## src/power_mode_pkg.sv

```systemverilog
package power_mode_pkg;

  // ****************************************************************
  // register map
  // ****************************************************************
  localparam int ADDR_W = 12;
  localparam logic [ADDR_W-1:0] PERIPH_PWR_DIS_OFFSET = 12'hf80;
  localparam logic [ADDR_W-1:0] MODE_STATUS_OFFSET = 12'hf84;
  localparam logic [ADDR_W-1:0] MODE_CMD_OFFSET = 12'hf88;
  localparam logic [7:0] PERIPH_PWR_DIS_RESET = 8'h80;
  localparam logic [31:0] UNMAPPED_READ = 32'h0000_0000;

  // ****************************************************************
  // field positions of peripheral_power_disable
  // ****************************************************************
  localparam int LPAMP_DIS_BIT = 7;
  localparam int BROWNOUT_DIS_BIT = 4;
  localparam int TEMP_DIS_BIT = 3;
  localparam int ADC_DIS_BIT = 2;
  localparam int COMP_DIS_BIT = 1;

  // mode command register bits
  localparam int CMD_STOP_BIT = 0;
  localparam int CMD_HALT_BIT = 1;

  // wait states the bus slave inserts before it accepts a request
  localparam logic [1:0] BUS_WAIT_CYCLES = 2'h1;

  typedef enum logic [1:0] {
    MODE_ACTIVE,
    MODE_HALT,
    MODE_STOP
  } power_mode_e;

  typedef struct packed {
    logic lpamp_en;
    logic brownout_en;
    logic temp_en;
    logic adc_en;
    logic comp_en;
  } periph_enable_s;

  typedef struct packed {
    logic sys_clk_en;
    logic cpu_run;
    logic pc_advance;
    logic main_osc_en;
    logic precision_osc_en;
    logic xtal_pins_en;
    logic port_a_gpio_restore;
  } core_power_s;

  typedef struct packed {
    logic wdt_osc_en;
    logic wdt_logic_en;
  } watchdog_power_s;

endpackage

```

## src/avalon_reg_slave.sv

```systemverilog
`timescale 1ns/1ns
module avalon_reg_slave
  import power_mode_pkg::*;
(
  input wire logic ref_clk_i,
  input wire logic rstn_i,
  input wire logic clk_en_i,
  input wire logic [ADDR_W-1:0] address_i,
  input wire logic read_i,
  input wire logic write_i,
  input wire logic [31:0] writedata_i,
  input wire logic [3:0] byteenable_i,
  input wire logic [31:0] rd_value_i,
  output logic waitrequest_o,
  output logic [31:0] readdata_o,
  output logic wr_stb_o,
  output logic [ADDR_W-1:0] wr_addr_o,
  output logic [7:0] wr_data_o
);
  // ****************************************************************
  // one wait state, then a single-cycle accept
  // ****************************************************************
  // waitrequest is a flop of its own so the bus never sees a decode glitch
  always_ff @(posedge ref_clk_i or negedge rstn_i)
  begin
    if (!rstn_i)
    begin
      waitrequest_o <= 1'b1;
      readdata_o <= '0;
      wr_stb_o <= 1'b0;
      wr_addr_o <= '0;
      wr_data_o <= '0;
    end
    else if (clk_en_i)
    begin
      wr_stb_o <= 1'b0;
      if ((read_i || write_i) && waitrequest_o)
      begin
        waitrequest_o <= 1'b0;
        readdata_o <= rd_value_i;
        // only byte lane 0 carries register data
        wr_stb_o <= write_i && byteenable_i[0];
        wr_addr_o <= address_i;
        wr_data_o <= writedata_i[7:0];
      end
      else
      begin
        waitrequest_o <= 1'b1;
      end
    end
  end
endmodule

```

## src/low_power_mode_control.sv

```systemverilog
// Summary of operation
// stop instruction enters stop; all but brown-out, amplifier, watchdog power down.
// stop halts main and precision oscillators, frees crystal pins, restores port pins.
// stop freezes system clock, cpu and program counter.
// watchdog oscillator and logic keep running in stop when enabled.
// brown-out runs in stop only when its nonvolatile option enables it.
// amplifier runs in stop whenever its enable bit allows.
// halt mode powers down only the cpu.
// active mode is neither stop nor halt; peripherals switch off individually.
// stop is left only through stop-mode recovery.
// power control register reset only by power-on reset.
// bit 7 disables amplifier when set, also in stop; resets to 1.
// bit 4 disables brown-out; active needs bit clear and option set.
// bits 3, 2, 1 disable temperature sensor, converter, comparator.
// software writes zero to reserved bits 6:5 and 0.
// software should disable the amplifier before stop if unused.
// writes take effect next cycle; reads return every stored bit.
//
// Local design decision: register access over Avalon-MM.
`timescale 1ns/1ns
module low_power_mode_control
  import power_mode_pkg::*;
(
  input wire logic ref_clk_i,
  input wire logic rstn_i,
  input wire logic clk_en_i,
  input wire logic por_n_i,
  input wire logic [power_mode_pkg::ADDR_W-1:0] address_i,
  input wire logic read_i,
  input wire logic write_i,
  input wire logic [31:0] writedata_i,
  input wire logic [3:0] byteenable_i,
  output logic waitrequest_o,
  output logic [31:0] readdata_o,
  input wire logic stop_instr_i,
  input wire logic halt_instr_i,
  input wire logic halt_wake_i,
  input wire logic stop_recovery_i,
  input wire logic brownout_always_on_option_i,
  input wire logic brownout_stop_option_i,
  input wire logic wdt_osc_enable_i,
  input wire logic wdt_enable_i,
  output power_mode_pkg::power_mode_e mode_o,
  output power_mode_pkg::periph_enable_s periph_en_o,
  output power_mode_pkg::core_power_s core_o,
  output power_mode_pkg::watchdog_power_s wdt_o,
  output logic periph_idle_o
);
  import power_mode_pkg::*;

  // ****************************************************************
  // pin inputs: stop recovery, both brown-out options and watchdog oscillator enable pass two flops
  // ****************************************************************
  logic [3:0] pins_sync;
  logic stop_recovery_s;
  logic bo_ao_s;
  logic bo_stop_s;
  logic wdt_osc_s;

  sync_two_ff #(.WIDTH(4)) pin_sync (
    .ref_clk_i(ref_clk_i),
    .rstn_i(rstn_i),
    .clk_en_i(clk_en_i),
    .async_i({stop_recovery_i, brownout_always_on_option_i,
              brownout_stop_option_i, wdt_osc_enable_i}),
    .sync_o(pins_sync)
  );
  assign stop_recovery_s = pins_sync[3];
  assign bo_ao_s = pins_sync[2];
  assign bo_stop_s = pins_sync[1];
  assign wdt_osc_s = pins_sync[0];

  // ****************************************************************
  // register bus
  // ****************************************************************
  logic [7:0] periph_pwr_dis_q;
  power_mode_e mode_q;
  logic [7:0] mode_cmd_q;
  logic [31:0] rd_value;
  logic wr_stb;
  logic [ADDR_W-1:0] wr_addr;
  logic [7:0] wr_data;

  always_comb
  begin
    case (address_i)
      PERIPH_PWR_DIS_OFFSET: rd_value = {24'h000000, periph_pwr_dis_q};
      MODE_STATUS_OFFSET: rd_value = {30'h0, mode_q};
      MODE_CMD_OFFSET: rd_value = {24'h000000, mode_cmd_q};
      default: rd_value = UNMAPPED_READ;
    endcase
  end

  avalon_reg_slave bus (
    .ref_clk_i(ref_clk_i),
    .rstn_i(rstn_i),
    .clk_en_i(clk_en_i),
    .address_i(address_i),
    .read_i(read_i),
    .write_i(write_i),
    .writedata_i(writedata_i),
    .byteenable_i(byteenable_i),
    .rd_value_i(rd_value),
    .waitrequest_o(waitrequest_o),
    .readdata_o(readdata_o),
    .wr_stb_o(wr_stb),
    .wr_addr_o(wr_addr),
    .wr_data_o(wr_data)
  );

  // ****************************************************************
  // power control register
  // ****************************************************************
  // kept on the power-on reset alone so that system resets leave it intact
  always_ff @(posedge ref_clk_i or negedge por_n_i)
  begin
    if (!por_n_i)
      periph_pwr_dis_q <= PERIPH_PWR_DIS_RESET;
    else if (clk_en_i && wr_stb && wr_addr == PERIPH_PWR_DIS_OFFSET)
      periph_pwr_dis_q <= wr_data;
  end

  // software mode requests, for cores without dedicated instruction strobes
  always_ff @(posedge ref_clk_i or negedge rstn_i)
  begin
    if (!rstn_i)
      mode_cmd_q <= 8'h00;
    else if (clk_en_i)
    begin
      if (wr_stb && wr_addr == MODE_CMD_OFFSET)
        mode_cmd_q <= wr_data;
      else
        mode_cmd_q <= 8'h00;
    end
  end

  // ****************************************************************
  // mode state machine
  // ****************************************************************
  logic stop_req;
  logic halt_req;
  assign stop_req = stop_instr_i || mode_cmd_q[CMD_STOP_BIT];
  assign halt_req = halt_instr_i || mode_cmd_q[CMD_HALT_BIT];

  always_ff @(posedge ref_clk_i or negedge rstn_i)
  begin
    if (!rstn_i)
      mode_q <= MODE_ACTIVE;
    else if (clk_en_i)
    begin
      case (mode_q)
        MODE_ACTIVE:
        begin
          // stop wins when both requests arrive together
          if (stop_req)
            mode_q <= MODE_STOP;
          else if (halt_req)
            mode_q <= MODE_HALT;
        end
        MODE_HALT:
        begin
          if (stop_recovery_s || halt_wake_i)
            mode_q <= MODE_ACTIVE;
        end
        MODE_STOP:
        begin
          if (stop_recovery_s)
            mode_q <= MODE_ACTIVE;
        end
        default: mode_q <= MODE_ACTIVE;
      endcase
    end
  end

  // ****************************************************************
  // power outputs, registered
  // ****************************************************************
  logic in_stop;
  logic in_halt;
  assign in_stop = (mode_q == MODE_STOP);
  assign in_halt = (mode_q == MODE_HALT);

  always_ff @(posedge ref_clk_i or negedge rstn_i)
  begin
    if (!rstn_i)
    begin
      periph_en_o <= '0;
      periph_idle_o <= 1'b0;
    end
    else if (clk_en_i)
    begin
      periph_en_o.lpamp_en <= !periph_pwr_dis_q[LPAMP_DIS_BIT];
      periph_en_o.brownout_en <= !periph_pwr_dis_q[BROWNOUT_DIS_BIT] && bo_ao_s
        && (!in_stop || bo_stop_s);
      periph_en_o.temp_en <= !periph_pwr_dis_q[TEMP_DIS_BIT] && !in_stop;
      periph_en_o.adc_en <= !periph_pwr_dis_q[ADC_DIS_BIT] && !in_stop;
      periph_en_o.comp_en <= !periph_pwr_dis_q[COMP_DIS_BIT] && !in_stop;
      periph_idle_o <= in_stop;
    end
  end

  always_ff @(posedge ref_clk_i or negedge rstn_i)
  begin
    if (!rstn_i)
    begin
      core_o <= '0;
      wdt_o <= '0;
      mode_o <= MODE_ACTIVE;
    end
    else if (clk_en_i)
    begin
      mode_o <= mode_q;
      core_o.sys_clk_en <= !in_stop;
      core_o.cpu_run <= !in_stop && !in_halt;
      core_o.pc_advance <= !in_stop && !in_halt;
      core_o.main_osc_en <= !in_stop;
      core_o.precision_osc_en <= !in_stop;
      core_o.xtal_pins_en <= !in_stop;
      core_o.port_a_gpio_restore <= in_stop;
      wdt_o.wdt_osc_en <= wdt_osc_s;
      wdt_o.wdt_logic_en <= wdt_enable_i && wdt_osc_s;
    end
  end
endmodule

```

## src/sync_two_ff.sv

```systemverilog
`timescale 1ns/1ns
module sync_two_ff #(
  parameter int WIDTH = 1
) (
  input wire logic ref_clk_i,
  input wire logic rstn_i,
  input wire logic clk_en_i,
  input wire logic [WIDTH-1:0] async_i,
  output logic [WIDTH-1:0] sync_o
);
  logic [WIDTH-1:0] meta_q;

  // first stage feeds the second and nothing else
  always_ff @(posedge ref_clk_i or negedge rstn_i)
  begin
    if (!rstn_i)
    begin
      meta_q <= '0;
      sync_o <= '0;
    end
    else if (clk_en_i)
    begin
      meta_q <= async_i;
      sync_o <= meta_q;
    end
  end
endmodule

```

## config.mk

```make
export PLATFORM = sky130hd
export DESIGN_NAME = low_power_mode_control
export DESIGN_NICKNAME = d
export VERILOG_FILES = /design/src/power_mode_pkg.sv /design/src/avalon_reg_slave.sv /design/src/low_power_mode_control.sv /design/src/sync_two_ff.sv
export SDC_FILE = /design/constraint.sdc
export NUM_CORES = 1
export LEC_CHECK = 0
export BUFFER_PORTS_ARGS = -buffer_cell sky130_fd_sc_hd__buf_2
export CAP_MARGIN = 30
export CORE_MARGIN = 2
export CORE_UTILIZATION = 40
export DETAILED_ROUTE_END_ITERATION = 16
export PLACE_DENSITY = 0.69
export SETUP_SLACK_MARGIN = 0.5
export SYNTH_ARGS = -nofsm -noshare
export SYNTH_HDL_FRONTEND = slang
export SYNTH_SLANG_ARGS = --single-unit
export TNS_END_PERCENT = 20
```

## constraint.sdc

```tcl
create_clock -name ref_clk_i -period 1.8 [get_ports ref_clk_i]
set_input_delay 0.09 -clock ref_clk_i [delete_from_list [all_inputs] [get_ports ref_clk_i]]
set_output_delay 0.09 -clock ref_clk_i [all_outputs]
set_load 0.02 [all_outputs]
```

==> summary.txt <==
Die Y: 91.90 um
largest net degree at the start of global routing: 26
Synth Instances: 234
beginning of the worst register-to-register path: bus.wr_addr_o[1]$_DFFE_PN0P_
CP delay by family, top: simple AND/OR/NAND/NOR gates
Final Wtd Congestion: 0.8127
largest family of logic cells by synthesized area: multiplexers
reg2reg end: periph_pwr_dis_q[0]$_DFFE_PN0P_
P per Cell Area: 1081 nW/um^2
layout cell share with drive strength beyond 1: 41.82%
Crit-path slowest cell: or4_4
Reg2Reg Depth: 5
Max Cap Viol: 0
initial antenna violation count: 0
Longest Clk Path Bufs: 2
Clk pin slew, worst setup/hold paths: 0.07 ns
I/O Pins: 112
Post-Route Utilization: 51.63%
most common cell in the netlist: dfrtp_1
Yosys top cell by area: dfrtp_1
Final Hold Vio Count: 0
fin crit share: 104.5%
PnR worst setup slack: -0.08096 ns
met2 wire len: 3156 um
FMAX: 531.6 MHz
Synth warnings: 0
Worst Path Required: 2.02 ns
Detailed Routing Iterations Pass 1: 4
clock power share: 31.6%
GRT Util Overall: 16.73%
Top Layer Used: met4
RSZ-0062 raised after global routing: true
global route total overflow: 0
CP Cell Sequence: or4_4, nor4_4, and4b_1, buf_4, mux2_4
Worst-Margin Slew: 0.6314 ns
Worst setup SP type: flip-flop
ys async rst share: 100.0%
post-synthesis sequential area ratio: 55.14%
Routed Antenna Nets: 0
FILL cells: 677
failing checks: setup timing
synthesized cell area: 3090 um^2
Critical Path AT: 2.10 ns
Synth Area in Compound Gates: 8.704%
critical path type: flip-flop to flip-flop
Non-Filler Instances: 432
post-detailed-route wirelength per cell: 14.89 um
cell count along the critical path: 5
top_reg_cell synth: dfrtp_1
reg-to-reg setup timing slack: -0.08 ns
WL met3: 332 um
crit path time final: 1.881 ns
# clock sinks: 68
Synth area leaders: dfrtp_1, mux2_2, buf_4
DRT met1 WL: 2850 um
CP Max Fanout: 4
Vias/cell: 4.856
DR iter-0 viols: 67
combinational power share: 22.6%
Peak VDD IR: 0.0006130 V
Fin Hold WS: 0.01264 ns
post-synthesis mux area share: 16.19%
TritonCTS clock tree: built
Psw: 1265 uW
Synth cell types: 40
Post-synth EDFFs: 0
ant diodes: 0
Skew-Pair Late Insertion Delay: 0.34 ns
worst path bufs/invs: 1
switch share: 29.80%
Setup crit end: periph_pwr_dis_q[0]$_DFFE_PN0P_
HPWL after DPL: 4254 um
Pint: 2980 uW
total core area: 7607 um^2
Post-Synth XOR/XNOR Area: 0%
Leakage: 0.001911 uW
commonest cells in the synthesized netlist: dfrtp_1, mux2_2, buf_4
vias in the first global route: 2227
Final setup viols: 8
Row Count: 32
placed cell count: 388
H-tree depth: 3
Final Max Slew Viols: 0
syn_area_per_cell: 13.21 um^2
max incr delay on CP: 0.54 ns
first-pass GRT wire length: 10980 um
post-synthesis simple-gate area fraction: 9.069%
Fin Setup TNS: -0.5455 ns
status: complete, but fails checks
headroom to the max-slew limit: 57.86%
Initial Util: 40.63%
Area Growth Syn to Fin: 27.09%
crit end category: flip-flop
top cell type's share of synthesized area: 53.44%
via count: 2098
root buffer selected by CTS: clkbuf_8
Hold WC Path Type: input pin to flip-flop
DRC violations left: 0
PortBufs: 60
Setup Skew: 0.007148 ns
critical path launch point: bus.wr_addr_o[1]$_DFFE_PN0P_
DRT Wirelength: 6432 um
final net count: 391
width of the die: 91.90 um
post-synthesis adder-cell area fraction: 1.215%
Yosys reg bits: 68
Flop pwr share: 45.8%
DIE AREA: 8446 um^2
Inserted Clock Buffers: 9
[placed cells by master, fill, tap and decap left out, types with 6 or more instances in the layout]
master         netlist  layout
conb_1               1      24
mux2_4               8      15
a22o_1               8       8
dlygate4sd3_1        0      25
buf_2                5      60
a221o_1              6       6
clkbuf_8             0       9
dfrtp_1             66      66
inv_1                7       6
mux2_2              32      25
nand2_1             10      10
buf_4               29      10
o21ai_0              6       6
[metal layers]
metal / up-vias / GRT usage, %
met5: - / 0
met4: 0 / 7.463
met3: 10 / 3.698
met2: 73 / 27.33
met1: 1049 / 21.37
li1: 966 / -
[power groups by stage]
stage	clock, uW	sequential [uW]	combinational [uW]
floorplan	0	2030	571
global placement	0	1960	838
detailed placement	0	1970	860
CTS	1360	1940	940
global route	1440	1980	1050
finish	1340	1940	961
[final cells by class]
class | instances | area [um^2] | share of cell area (%)
inverter | 7 | 26.28 | 0.6690
tap | 102 | 127.6 | 3.249
sequential | 68 | 1704 | 43.39
timing repair buffer | 97 | 656.9 | 16.73
clock buffer | 10 | 127.6 | 3.249
clock inverter | 5 | 77.57 | 1.975
multi-input combinational | 143 | 1207 | 30.74
[cell families (layout without fill, tap and decap cells)]
family,Yosys count,count (layout)
flops,68,68
buf+inv,46,119
mux,42,42
simple gates,39,39
compound gates,35,35
fa+ha+maj,3,3
other cells,1,24
[through the flow]
stage	power [uW]	worst slack [ns]	area (um^2)
after global placement	2797	-0.06991	3396
after floorplan	2597	-0.006852	3179
final	4245	-0.08096	3928
after CTS	4245	-0.09642	3896
after detailed placement	2832	-0.08014	3396
after global routing	4478	-0.1619	3928
[worst min-delay path by stage]
stage                        startpoint  cells past startpoint                              end
after global placement          por_n_i                      1  periph_pwr_dis_q[4]$_DFFE_PN0P_
after global routing      address_i[10]                      2    bus.wr_addr_o[10]$_DFFE_PN0P_
after CTS                 address_i[10]                      2    bus.wr_addr_o[10]$_DFFE_PN0P_
final                     address_i[10]                      2    bus.wr_addr_o[10]$_DFFE_PN0P_
after detailed placement        por_n_i                      1  periph_pwr_dis_q[4]$_DFFE_PN0P_
after floorplan                  rstn_i                      0    bus.readdata_o[0]$_DFFE_PN0P_
[registers in the layout (all words and copies together) (netlist names), 3 cells and up]
register / count
periph_en_o: 5
mode_cmd_q: 8
periph_pwr_dis_q: 8
pin_sync.sync_o: 4
bus.wr_addr_o: 12
bus.wr_data_o: 8
pin_sync.meta_q: 4
bus.readdata_o: 8
core_o: 3
[what timing repair did]
item                                   CTS  global route
setup buffers                            3             1
hold buffers                            25             0
endpoints found under the hold margin   53             0
pin swaps                               10             6
setup endpoints to repair               47            51
gates resized for setup                  7             6
No activity file was read; power rests on OpenSTA's default activity.
